## config.mk

```make
export PLATFORM = sky130hd
export DESIGN_NAME = viu_top
export DESIGN_NICKNAME = d
export VERILOG_FILES = /design/src/hdl/viu_pkg.sv /design/src/hdl/viu_vin_chan.sv /design/src/hdl/viu_top.sv
export SDC_FILE = /design/constraint.sdc
export NUM_CORES = 2
export LEC_CHECK = 0
export ABC_CLOCK_PERIOD_IN_PS = 10900
export BUFFER_PORTS_ARGS = -buffer_cell sky130_fd_sc_hd__buf_2
export CAP_MARGIN = 40
export CORE_ASPECT_RATIO = 1.2
export CORE_MARGIN = 2
export CORE_UTILIZATION = 35
export DETAILED_ROUTE_END_ITERATION = 8
export HOLD_SLACK_MARGIN = 0.03
export PLACE_DENSITY = 0.59
export SYNTH_ARGS = -nofsm -noshare
export SYNTH_HDL_FRONTEND = slang
export SYNTH_SLANG_ARGS = --single-unit
```

## constraint.sdc

```tcl
create_clock -name clk -period 10.9 [get_ports clk]
set_clock_uncertainty 0.15 [all_clocks]
set_input_delay 1.09 -clock clk [delete_from_list [all_inputs] [get_ports clk]]
set_output_delay 1.09 -clock clk [all_outputs]
set_load 0.005 [all_outputs]
```

## src/hdl/viu_pkg.sv

```systemverilog
// Purpose: Shared constants for the virtual input and user output logic.
// Assumes: One 50 MHz clock; signal codes are eight bits wide.
// Notes: Register offsets are word indices on the plain register port.
package viu_pkg;
  // Clock and time base.
  localparam int CLK_PERIOD_NS = 20;
  localparam int MS_TIME_NS = 1000000;
  localparam int MS_CYCLES = MS_TIME_NS / CLK_PERIOD_NS;
  // Channel counts and widths.
  localparam int VIN_N = 4;
  localparam int UOUT_N = 2;
  localparam int CODE_W = 8;
  localparam int OUT_SIG_W = 256;
  localparam int IN_FUNC_W = 256;
  localparam int DEAD_W = 8;
  localparam int ADDR_W = 8;
  localparam int DATA_W = 32;
  // Signal codes and limits.
  localparam logic [CODE_W-1:0] CODE_CONST_OFF = 8'h80;
  localparam logic [CODE_W-1:0] FUNC_NONE = 8'h00;
  localparam logic [DEAD_W-1:0] DEAD_MAX = 8'hFA;
  // Reset values and the AND operation code.
  localparam logic [DEAD_W-1:0] DEAD_RST = 8'h00;
  localparam logic INV_RST = 1'h0;
  localparam logic ONE_RST = 1'h0;
  localparam logic OP_RST = 1'h1;
  localparam logic OP_AND = 1'h0;
  // Register word indices.
  localparam logic [ADDR_W-1:0] ADDR_VIN0 = 8'h00;
  localparam logic [ADDR_W-1:0] ADDR_UOUT0 = 8'h04;
  localparam logic [ADDR_W-1:0] ADDR_STATUS = 8'h06;
  // Virtual input word layout.
  localparam int VIN_SRC_LSB = 0;
  localparam int VIN_FUNC_LSB = 8;
  localparam int VIN_INV_BIT = 16;
  localparam int VIN_ONE_BIT = 17;
  localparam int VIN_DEAD_LSB = 24;
  // User output word layout.
  localparam int UO_SRCA_LSB = 0;
  localparam int UO_INVA_BIT = 8;
  localparam int UO_SRCB_LSB = 16;
  localparam int UO_INVB_BIT = 24;
  localparam int UO_OP_BIT = 25;
  // Status word layout.
  localparam int ST_VIN_LSB = 0;
  localparam int ST_UOUT_LSB = 4;
endpackage : viu_pkg

```

## src/hdl/viu_vin_chan.sv

```systemverilog
// Purpose: One virtual input channel: inversion, ON dead time, one-shot.
// Assumes: Trigger is already selected and on the same clock.
// Notes: Dead time counts whole millisecond ticks, so the first may be short.
`timescale 1ns/10ps
module viu_vin_chan
  import viu_pkg::*;
(
  // Clock and reset.
  input wire logic clk,
  input wire logic sys_rst,
  input wire logic ms_tick,
  // Channel settings and trigger.
  input wire logic trig,
  input wire logic invert,
  input wire logic [DEAD_W-1:0] dead_ms,
  input wire logic one_shot,
  // Channel result.
  output logic result
);
  logic [DEAD_W-1:0] cnt_ff;
  logic [DEAD_W-1:0] nxt_cnt;
  logic q_ff;
  logic nxt_q;
  logic res_ff;
  logic nxt_res;
  logic lvl;
  logic qual;

  // RULE15: invert, qualify, shape
  always_comb begin
    // RULE3: trigger inversion
    lvl = trig ^ invert;
    nxt_cnt = cnt_ff;
    // RULE4: ON dead time
    if (!lvl) begin
      nxt_cnt = DEAD_RST;
    end else if (ms_tick && cnt_ff < dead_ms) begin
      nxt_cnt = DEAD_W'(cnt_ff + 1'b1);
    end
    qual = lvl && (cnt_ff >= dead_ms);
    nxt_q = qual;
    // RULE5: one-shot mode select
    // RULE14: single pulse per edge
    nxt_res = one_shot ? (qual & ~q_ff) : qual;
  end

  always_ff @(posedge clk) begin
    if (sys_rst) begin
      cnt_ff <= DEAD_RST;
      q_ff <= 1'b0;
      res_ff <= 1'b0;
    end else begin
      cnt_ff <= nxt_cnt;
      q_ff <= nxt_q;
      res_ff <= nxt_res;
    end
  end

  assign result = res_ff;

  inv_pass_a: assert property (@(posedge clk) disable iff (sys_rst) // RULE3
    dead_ms == DEAD_RST && !one_shot |=> res_ff == $past(trig ^ invert))
    else $error("Inverted trigger not passed through.");
  dead_hold_a: assert property (@(posedge clk) disable iff (sys_rst) // RULE4
    $rose(q_ff) |-> $past(cnt_ff) >= $past(dead_ms))
    else $error("Channel turned ON before dead time.");
  dead_block_a: assert property (@(posedge clk) disable iff (sys_rst) // RULE4
    (trig ^ invert) && dead_ms != DEAD_RST && cnt_ff == DEAD_RST |=> !q_ff)
    else $error("Dead time did not hold off the ON state.");
  shot_width_a: assert property (@(posedge clk) disable iff (sys_rst) // RULE14
    res_ff && one_shot && $past(one_shot) |=> !res_ff)
    else $error("One-shot pulse longer than one cycle.");
  shot_edge_a: assert property (@(posedge clk) disable iff (sys_rst) // RULE5
    one_shot && !q_ff && qual |=> res_ff)
    else $error("One-shot pulse missing on qualified edge.");
  dead_cov: cover property (@(posedge clk) disable iff (sys_rst)
    dead_ms != DEAD_RST && $rose(q_ff));
  shot_cov: cover property (@(posedge clk) disable iff (sys_rst) one_shot && res_ff);
endmodule : viu_vin_chan

```

## src/hdl/viu_top.sv

```systemverilog
// Purpose: Virtual input channels and user outputs of the driver signal router.
// Assumes: Output signal list arrives on the same clock; codes index it directly.
// Notes: Code 128 always reads OFF whatever the list input holds.
// Functional notes
// RULE1: each virtual input drives one chosen function
// RULE2: trigger source selectable, resets to OFF
// RULE3: trigger inversion, default not inverted
// RULE4: ON dead time 0 to 250 ms
// RULE5: one-shot mode, default disabled
// RULE6: channels one to three same as first
// RULE7: user output source A, resets to OFF
// RULE8: source A optional inversion, default off
// RULE9: user output source B, resets to OFF
// RULE10: source B inversion independent of A
// RULE11: combine A and B, AND or OR
// RULE12: second user output, same settings
// RULE13: channel zero carries the same settings
// RULE14: one-shot turns ON edge into pulse
// RULE15: select, invert, qualify, shape, then route
`timescale 1ns/10ps
module viu_top
  import viu_pkg::*;
#(
  parameter int MS_DIV = MS_CYCLES
)
(
  // Clock and reset.
  input wire logic clk,
  input wire logic sys_rst,
  // Register port.
  input wire logic [ADDR_W-1:0] reg_addr,
  input wire logic [DATA_W-1:0] reg_wdata,
  input wire logic reg_wr,
  input wire logic reg_rd,
  output logic [DATA_W-1:0] reg_rdata,
  // Internal output signal list.
  input wire logic [OUT_SIG_W-1:0] out_sig_in,
  // Input function drive.
  output logic [IN_FUNC_W-1:0] in_func_out,
  // Channel results.
  output logic virtual_input_ch0,
  output logic virtual_input_ch1,
  output logic virtual_input_ch2,
  output logic virtual_input_ch3,
  output logic user_output_ch0,
  output logic user_output_ch1
);
  // Virtual input settings.
  logic [CODE_W-1:0] vfunc_ff [VIN_N];
  logic [CODE_W-1:0] nxt_vfunc [VIN_N];
  logic [CODE_W-1:0] vsrc_ff [VIN_N];
  logic [CODE_W-1:0] nxt_vsrc [VIN_N];
  logic [DEAD_W-1:0] vdead_ff [VIN_N];
  logic [DEAD_W-1:0] nxt_vdead [VIN_N];
  logic [VIN_N-1:0] vinv_ff;
  logic [VIN_N-1:0] nxt_vinv;
  logic [VIN_N-1:0] vone_ff;
  logic [VIN_N-1:0] nxt_vone;
  // User output settings.
  logic [CODE_W-1:0] usa_ff [UOUT_N];
  logic [CODE_W-1:0] nxt_usa [UOUT_N];
  logic [CODE_W-1:0] usb_ff [UOUT_N];
  logic [CODE_W-1:0] nxt_usb [UOUT_N];
  logic [UOUT_N-1:0] uia_ff;
  logic [UOUT_N-1:0] nxt_uia;
  logic [UOUT_N-1:0] uib_ff;
  logic [UOUT_N-1:0] nxt_uib;
  logic [UOUT_N-1:0] uop_ff;
  logic [UOUT_N-1:0] nxt_uop;
  // Datapath state.
  logic [UOUT_N-1:0] uout_ff;
  logic [UOUT_N-1:0] nxt_uout;
  logic [IN_FUNC_W-1:0] func_ff;
  logic [IN_FUNC_W-1:0] nxt_func;
  logic [DATA_W-1:0] rdata_ff;
  logic [DATA_W-1:0] nxt_rdata;
  logic [31:0] div_ff;
  logic [31:0] nxt_div;
  logic tick_ff;
  logic nxt_tick;
  logic [VIN_N-1:0] vtrig;
  logic [VIN_N-1:0] vin_res;
  logic [UOUT_N-1:0] cond_a;
  logic [UOUT_N-1:0] cond_b;
  logic [DEAD_W-1:0] wr_dead;

  // Reading code 128 as OFF keeps a stray list bit from leaking into defaults.
  function automatic logic pick_sig(input logic [CODE_W-1:0] code,
                                    input logic [OUT_SIG_W-1:0] sigs);
    pick_sig = (code == CODE_CONST_OFF) ? 1'b0 : sigs[code];
  endfunction : pick_sig

  // Millisecond time base.
  always_comb begin
    nxt_tick = 1'b0;
    nxt_div = 32'(div_ff + 1'b1);
    if (div_ff >= 32'(MS_DIV - 1)) begin
      nxt_div = '0;
      nxt_tick = 1'b1;
    end
  end

  always_ff @(posedge clk) begin
    if (sys_rst) begin
      div_ff <= '0;
      tick_ff <= 1'b0;
    end else begin
      div_ff <= nxt_div;
      tick_ff <= nxt_tick;
    end
  end

  // Register writes; out of range dead times are clamped to the maximum.
  always_comb begin
    wr_dead = reg_wdata[VIN_DEAD_LSB +: DEAD_W];
    if (wr_dead > DEAD_MAX) begin
      wr_dead = DEAD_MAX;
    end
    nxt_vfunc = vfunc_ff;
    nxt_vsrc = vsrc_ff;
    nxt_vdead = vdead_ff;
    nxt_vinv = vinv_ff;
    nxt_vone = vone_ff;
    nxt_usa = usa_ff;
    nxt_usb = usb_ff;
    nxt_uia = uia_ff;
    nxt_uib = uib_ff;
    nxt_uop = uop_ff;
    for (int i = 0; i < VIN_N; i++) begin
      if (reg_wr && reg_addr == ADDR_W'(ADDR_VIN0 + i)) begin
        // RULE1: function code
        nxt_vfunc[i] = reg_wdata[VIN_FUNC_LSB +: CODE_W];
        // RULE2: trigger source code
        nxt_vsrc[i] = reg_wdata[VIN_SRC_LSB +: CODE_W];
        // RULE3: inversion setting
        nxt_vinv[i] = reg_wdata[VIN_INV_BIT];
        // RULE4: dead time setting
        nxt_vdead[i] = wr_dead;
        // RULE5: one-shot setting
        nxt_vone[i] = reg_wdata[VIN_ONE_BIT];
      end
    end
    for (int u = 0; u < UOUT_N; u++) begin
      if (reg_wr && reg_addr == ADDR_W'(ADDR_UOUT0 + u)) begin
        // RULE7: source A code
        nxt_usa[u] = reg_wdata[UO_SRCA_LSB +: CODE_W];
        // RULE8: source A inversion
        nxt_uia[u] = reg_wdata[UO_INVA_BIT];
        // RULE9: source B code
        nxt_usb[u] = reg_wdata[UO_SRCB_LSB +: CODE_W];
        // RULE10: source B inversion
        nxt_uib[u] = reg_wdata[UO_INVB_BIT];
        // RULE11: logical operation
        nxt_uop[u] = reg_wdata[UO_OP_BIT];
      end
    end
  end

  always_ff @(posedge clk) begin
    if (sys_rst) begin
      for (int i = 0; i < VIN_N; i++) begin
        vfunc_ff[i] <= FUNC_NONE;
        vsrc_ff[i] <= CODE_CONST_OFF;
        vdead_ff[i] <= DEAD_RST;
      end
      for (int u = 0; u < UOUT_N; u++) begin
        usa_ff[u] <= CODE_CONST_OFF;
        usb_ff[u] <= CODE_CONST_OFF;
      end
      vinv_ff <= {VIN_N{INV_RST}};
      vone_ff <= {VIN_N{ONE_RST}};
      uia_ff <= {UOUT_N{INV_RST}};
      uib_ff <= {UOUT_N{INV_RST}};
      uop_ff <= {UOUT_N{OP_RST}};
    end else begin
      vfunc_ff <= nxt_vfunc;
      vsrc_ff <= nxt_vsrc;
      vdead_ff <= nxt_vdead;
      vinv_ff <= nxt_vinv;
      vone_ff <= nxt_vone;
      usa_ff <= nxt_usa;
      usb_ff <= nxt_usb;
      uia_ff <= nxt_uia;
      uib_ff <= nxt_uib;
      uop_ff <= nxt_uop;
    end
  end

  // RULE6: identical channels one to three
  // RULE13: channel zero same structure
  for (genvar g = 0; g < VIN_N; g++) begin : g_vin
    // RULE2: trigger selection
    assign vtrig[g] = pick_sig(vsrc_ff[g], out_sig_in);
    viu_vin_chan u_chan (
      .clk(clk),
      .sys_rst(sys_rst),
      .ms_tick(tick_ff),
      .trig(vtrig[g]),
      .invert(vinv_ff[g]),
      .dead_ms(vdead_ff[g]),
      .one_shot(vone_ff[g]),
      .result(vin_res[g])
    );
  end

  // RULE12: both user outputs alike
  for (genvar g = 0; g < UOUT_N; g++) begin : g_uout
    // RULE8: conditioned source A
    assign cond_a[g] = pick_sig(usa_ff[g], out_sig_in) ^ uia_ff[g];
    // RULE10: conditioned source B
    assign cond_b[g] = pick_sig(usb_ff[g], out_sig_in) ^ uib_ff[g];
  end

  // Function drive and user outputs; two channels on one function are ORed.
  always_comb begin
    nxt_func = '0;
    // RULE1: route result to function
    for (int k = 1; k < IN_FUNC_W; k++) begin
      for (int i = 0; i < VIN_N; i++) begin
        if (vfunc_ff[i] == CODE_W'(k) && vin_res[i]) begin
          nxt_func[k] = 1'b1;
        end
      end
    end
    // RULE11: AND or OR combine
    for (int u = 0; u < UOUT_N; u++) begin
      nxt_uout[u] = (uop_ff[u] == OP_AND) ? (cond_a[u] & cond_b[u]) : (cond_a[u] | cond_b[u]);
    end
  end

  // Register reads; unmapped indices read zero.
  always_comb begin
    nxt_rdata = '0;
    if (reg_rd) begin
      for (int i = 0; i < VIN_N; i++) begin
        if (reg_addr == ADDR_W'(ADDR_VIN0 + i)) begin
          nxt_rdata[VIN_SRC_LSB +: CODE_W] = vsrc_ff[i];
          nxt_rdata[VIN_FUNC_LSB +: CODE_W] = vfunc_ff[i];
          nxt_rdata[VIN_INV_BIT] = vinv_ff[i];
          nxt_rdata[VIN_ONE_BIT] = vone_ff[i];
          nxt_rdata[VIN_DEAD_LSB +: DEAD_W] = vdead_ff[i];
        end
      end
      for (int u = 0; u < UOUT_N; u++) begin
        if (reg_addr == ADDR_W'(ADDR_UOUT0 + u)) begin
          nxt_rdata[UO_SRCA_LSB +: CODE_W] = usa_ff[u];
          nxt_rdata[UO_INVA_BIT] = uia_ff[u];
          nxt_rdata[UO_SRCB_LSB +: CODE_W] = usb_ff[u];
          nxt_rdata[UO_INVB_BIT] = uib_ff[u];
          nxt_rdata[UO_OP_BIT] = uop_ff[u];
        end
      end
      if (reg_addr == ADDR_STATUS) begin
        nxt_rdata[ST_VIN_LSB +: VIN_N] = vin_res;
        nxt_rdata[ST_UOUT_LSB +: UOUT_N] = uout_ff;
      end
    end
  end

  always_ff @(posedge clk) begin
    if (sys_rst) begin
      func_ff <= '0;
      uout_ff <= '0;
      rdata_ff <= '0;
    end else begin
      func_ff <= nxt_func;
      uout_ff <= nxt_uout;
      rdata_ff <= nxt_rdata;
    end
  end

  assign in_func_out = func_ff;
  assign reg_rdata = rdata_ff;
  assign user_output_ch0 = uout_ff[0];
  assign user_output_ch1 = uout_ff[1];
  assign virtual_input_ch0 = vin_res[0];
  assign virtual_input_ch1 = vin_res[1];
  assign virtual_input_ch2 = vin_res[2];
  assign virtual_input_ch3 = vin_res[3];

  func_route_a: assert property (@(posedge clk) disable iff (sys_rst) // RULE1
    vin_res[0] && vfunc_ff[0] != FUNC_NONE |=> in_func_out[$past(vfunc_ff[0])])
    else $error("Channel result not routed to its function.");
  func_none_a: assert property (@(posedge clk) disable iff (sys_rst) // RULE1
    in_func_out[0] == 1'b0)
    else $error("No-function code was driven.");
  src_default_a: assert property (@(posedge clk) // RULE2
    sys_rst |=> vsrc_ff[0] == CODE_CONST_OFF && vsrc_ff[3] == CODE_CONST_OFF
    && vfunc_ff[1] == FUNC_NONE && vdead_ff[2] == DEAD_RST && !vone_ff[3])
    else $error("Virtual input defaults wrong after reset.");
  trig_sel_a: assert property (@(posedge clk) disable iff (sys_rst) // RULE2
    vsrc_ff[1] != CODE_CONST_OFF |-> vtrig[1] == out_sig_in[vsrc_ff[1]])
    else $error("Trigger selection mismatch.");
  dead_clamp_a: assert property (@(posedge clk) disable iff (sys_rst) // RULE4
    vdead_ff[0] <= DEAD_MAX && vdead_ff[3] <= DEAD_MAX)
    else $error("Dead time above its maximum.");
  uout_default_a: assert property (@(posedge clk) // RULE11
    sys_rst |=> uop_ff == {UOUT_N{OP_RST}} && usa_ff[1] == CODE_CONST_OFF
    && usb_ff[0] == CODE_CONST_OFF && uia_ff == '0 && uib_ff == '0)
    else $error("User output defaults wrong after reset.");
  uout_comb_a: assert property (@(posedge clk) disable iff (sys_rst) // RULE11
    ##1 user_output_ch0 == ($past(uop_ff[0]) ? $past(cond_a[0] | cond_b[0])
    : $past(cond_a[0] & cond_b[0])))
    else $error("User output zero combination wrong.");
  uout_inv_a: assert property (@(posedge clk) disable iff (sys_rst) // RULE10
    usb_ff[1] == CODE_CONST_OFF && uop_ff[1] != OP_AND
    |=> user_output_ch1 == ($past(cond_a[1]) | $past(uib_ff[1])))
    else $error("Source B inversion wrong.");
  tick_rate_a: assert property (@(posedge clk) disable iff (sys_rst) // RULE4
    tick_ff |=> !tick_ff)
    else $error("Millisecond tick longer than one cycle.");
  rd_unmap_a: assert property (@(posedge clk) disable iff (sys_rst)
    reg_rd && reg_addr > ADDR_STATUS |=> reg_rdata == '0)
    else $error("Unmapped read not zero.");
  uout_cov: cover property (@(posedge clk) disable iff (sys_rst) $rose(user_output_ch1));
  route_cov: cover property (@(posedge clk) disable iff (sys_rst) |in_func_out);
  and_cov: cover property (@(posedge clk) disable iff (sys_rst) !uop_ff[0] && user_output_ch0);
endmodule : viu_top

```

==> tab_implementation.tex <==
\begin{tabular}{lr}
\hline
Metric & Value \\
\hline
\multicolumn{2}{l}{\textbf{Synth}} \\
Avg Inst Size Synth & 9.93 sq um \\
Post-synthesis simple-gate area fraction & 10.9\% \\
Proportion of register bits with asynchronous set or reset after synthesis & 0\% \\
Proportion of synthesized area in mux cells & 35.6\% \\
Number of storage elements in the synthesis netlist & 504 \\
Synth Flop Type & dfxtp\_1 \\
Warning count from the yosys run & 0 \\
Arithmetic-cell share of the synthesized area counting full adders, half adders and majority gates & 1.18\% \\
Fraction of the yosys area taken by sequential cells & 25.7\% \\
Total standard cell area after synthesis & 39300 sq um \\
Count of different cell masters after synthesis & 65 \\
Gate count after technology mapping & 3957 \\
Parity-gate share of the synthesized area counting xor and xnor cells & 1.09\% \\
Largest family of logic cells by synthesized area & multiplexers \\
Area fraction in compound gates after synthesis & 20.1\% \\
Number of enable-type register cells in the synthesized netlist & 0 \\
\multicolumn{2}{l}{\textbf{Global route}} \\
First-pass GRT wire length & 279 mm \\
Number of antenna violations at the first check in global routing & 40 \\
Global-route usage over all layers & 33.0\% \\
Met2 track demand over resource in global routing & 50.2\% \\
Busiest layer in global routing & met2 \\
Total grt overflow & 0 \\
Global Route met3 Usage & 12.1\% \\
Pin count of the biggest net entering global routing & 232 \\
Number of global-route vias before repair & 38749 \\
Global-route met1 utilization & 39.1\% \\
\multicolumn{2}{l}{\textbf{STA}} \\
Final critical-path setup slack & 5.94 ns \\
Final min period & 4.96 ns \\
Setup repair after global routing missed its margin & false \\
Number of endpoints with negative hold slack in the final report & 0 \\
Total count of max-transition violations in the final report & 0 \\
Final period util & 45.5\% \\
Total of endpoints with negative setup slack in the final report & 0 \\
Slew at the pin closest to its max-slew limit & 1.23 ns \\
Relative slew slack & 18.0\% \\
Final-layout setup total negative slack & 0 ns \\
Peak clock frequency supported by timing & 202 MHz \\
\multicolumn{2}{l}{\textbf{Outcome}} \\
Failing checks & design-rule violations \\
Run status & complete, but fails checks \\
\multicolumn{2}{l}{\textbf{Route}} \\
Detail Route Antenna Nets & 0 \\
Wirelength per Cell & 33.3 microns \\
DRT iter0 DRCs & 6721 \\
Vias & 41240 \\
Number of remaining DRC errors & 5 \\
Vias per cell & 6.99 \\
Final WL & 196 mm \\
First-pass iteration count of the detailed router & 9 \\
\multicolumn{2}{l}{\textbf{Cells and area}} \\
Multi-input gate area in the final layout & 27600 sq um \\
Count of filler cells inserted in the layout & 11007 \\
Commonest non-fill, non-tap cell in the layout & buf\_2 \\
Most frequent cells in the layout & 595 x buf\_2, 559 x mux4\_2, 558 x a22oi\_1, 480 x dfxtp\_1, 431 x a21oi\_1 \\
Share of layout cells above drive strength 1 & 35.7\% \\
Layout Area Growth over Synthesis & 17.6\% \\
Post-route cell area & 46200 sq um \\
Storage cell area & 10100 sq um \\
Layout net count & 4685 \\
\multicolumn{2}{l}{\textbf{Worst setup path}} \\
Cell at the slowest stage of the critical path & nor4\_1 \\
Endpoint required time on the critical path & 11.23 ns \\
Critical Path Fanout Max & 42 \\
CP Cell Sequence & buf\_4 -> mux2i\_1 -> o221ai\_1 -> o22ai\_1 -> nor3\_1 -> o41ai\_1 -> nor4\_1 -> xor2\_1 -> o21ai\_0 -> a21oi\_1 \\
Startpoint class of the critical path & flop \\
Gate family responsible for the most delay along the worst path & simple AND/OR/NAND/NOR gates \\
Worst reg2reg startpoint & usb\_ff[8] \\
Crit path from & usb\_ff[8] \\
Critical Path End Type & flop \\
Critical path start-end classification & reg2reg \\
Buf+Inv Stages, Crit Path & 1 \\
Max incr delay on CP & 0.88 ns \\
Worst Path Arrival & 5.30 ns \\
\multicolumn{2}{l}{\textbf{Placement}} \\
Post-detail-place hpwl & 138 mm \\
Port-buffer cells & 592 \\
Cell area reported after detailed placement & 44500 sq um \\
GP Congestion & 1.02 \\
Pre-CTS setup slack & 6.03 ns \\
\multicolumn{2}{l}{\textbf{CTS}} \\
Clock tree root driver cell & clkbuf\_16 \\
TritonCTS clock tree & yes \\
Hold buffer count at CTS & 0 \\
Number of buffers inserted during clock tree synthesis & 49 \\
Post-CTS repair timing setup buffer count & 0 \\
Clock-pin slew of the registers on the worst-case setup and hold paths & 0.07 ns \\
Buffer levels on the longest clock path & 3 \\
CTS sink count & 504 \\
H-tree depth & 2 \\
Cells resized by post-CTS repair & 0 \\
Worst-Skew Late Latency & 0.63 ns \\
\multicolumn{2}{l}{\textbf{Hold path}} \\
Start point of the worst min-delay path & g\_vin[0].u\_chan.q\_ff \\
HP Class & reg2reg \\
\multicolumn{2}{l}{\textbf{Floorplanning}} \\
Number of top-level design ports & 594 \\
Placeable core area & 111000 sq um \\
Starting utilization of the core area & 35.3\% \\
Area of the die & 115000 sq um \\
Number of rows in the core area & 134 \\
Die extent in y & 371 microns \\
Die W & 310 microns \\
\multicolumn{2}{l}{\textbf{Run}} \\
Number of max-capacitance violations reported & 0 \\
\multicolumn{2}{l}{\textbf{Power and ir drop}} \\
Overall Power & 4.08 mW \\
IR Drop Worst-Case VDD & 0.142 mV \\
Pleak & 14.7 nW \\
Pwr/cell area & 88.3 nW/um\^{}2 \\
\hline
\end{tabular}
## where the power goes
part	internal (mW)	switching [mW]
sequential	1.84	0.00411
clock	0.941	0.812
combinational	0.207	0.274
## synthesized netlist by cell type, drive strengths merged, types with 37 or more instances
library cell | count | area (sq um)
a22oi | 558 | 4190
a21oi | 431 | 2160
nor4 | 51 | 319
nand2b | 51 | 319
ha | 37 | 463
inv | 65 | 244
buf | 102 | 522
nor2 | 182 | 683
nand3 | 43 | 215
mux4 | 559 | 12600
clkbuf | 357 | 1340
nand2 | 387 | 1450
nor3 | 116 | 581
mux2i | 115 | 1150
o21ai | 38 | 190
dfxtp | 504 | 10100
## worst paths after layout
| path | cells after the start | to | slack [ns] |
|---|---|---|---|
| max | 10 | uout_ff[0] | 5.94 |
| min | 1 | g_vin[0].u_chan.result | 0.26 |
| max reg2reg | 10 | uout_ff[0] | 5.94 |
| min reg2reg | 1 | g_vin[0].u_chan.result | 0.26 |
## flip-flops by register name, summed over array words and instances (netlist names), 16 cells and up
| register | flops |
|---|---|
| in_func_out | 255 |
| div_ff | 32 |
| g_vin.u_chan.cnt_ff | 32 |
| reg_rdata | 32 |
| vdead_ff | 32 |
| vfunc_ff | 32 |
| vsrc_ff | 32 |
| usa_ff | 16 |
| usb_ff | 16 |
## through the flow
stage          utilization, %  instances  hold WS [ns]
2_1_floorplan               -       3973         0.242
3_3_place_gp             39.5       5742         0.251
3_5_place_dp             39.9       5787         0.254
4_1_cts                  41.4       5877         0.267
5_1_grt                  41.5       5887         0.281
6_report                 41.5       5897         0.262
## layer usage
metal  vias to the layer above  routed length, microns
met4                        34                   16900
met2                      3891                   84000
met5                         -                     227
li1                      16433                       -
met3                       979                   29900
met1                     19903                   65300
## logic make-up (layout without fill, tap and decap cells)
group	count (synthesis)	in the layout
AO/OA/AOI/OAI	1204	1204
XOR/XNOR	48	48
adder cells (fa/ha/maj)	37	37
buffers and inverters	531	945
flip-flops	504	504
multiplexers	696	696
other	1	31
AND/OR/NAND/NOR	936	936
## area by class of cell
class | count | share of cell area (%)
Timing Repair Buffer | 783 | 9.95
Clock buffer | 61 | 2.88
Sequential cell | 504 | 21.9
Clock inverter | 29 | 0.672
Tap cell | 1496 | 4.05
Inverter | 72 | 0.585
Antenna cell | 14 | 0.0758
Multi-Input combinational cell | 2938 | 59.8
(Power assumes the default switching activity.)
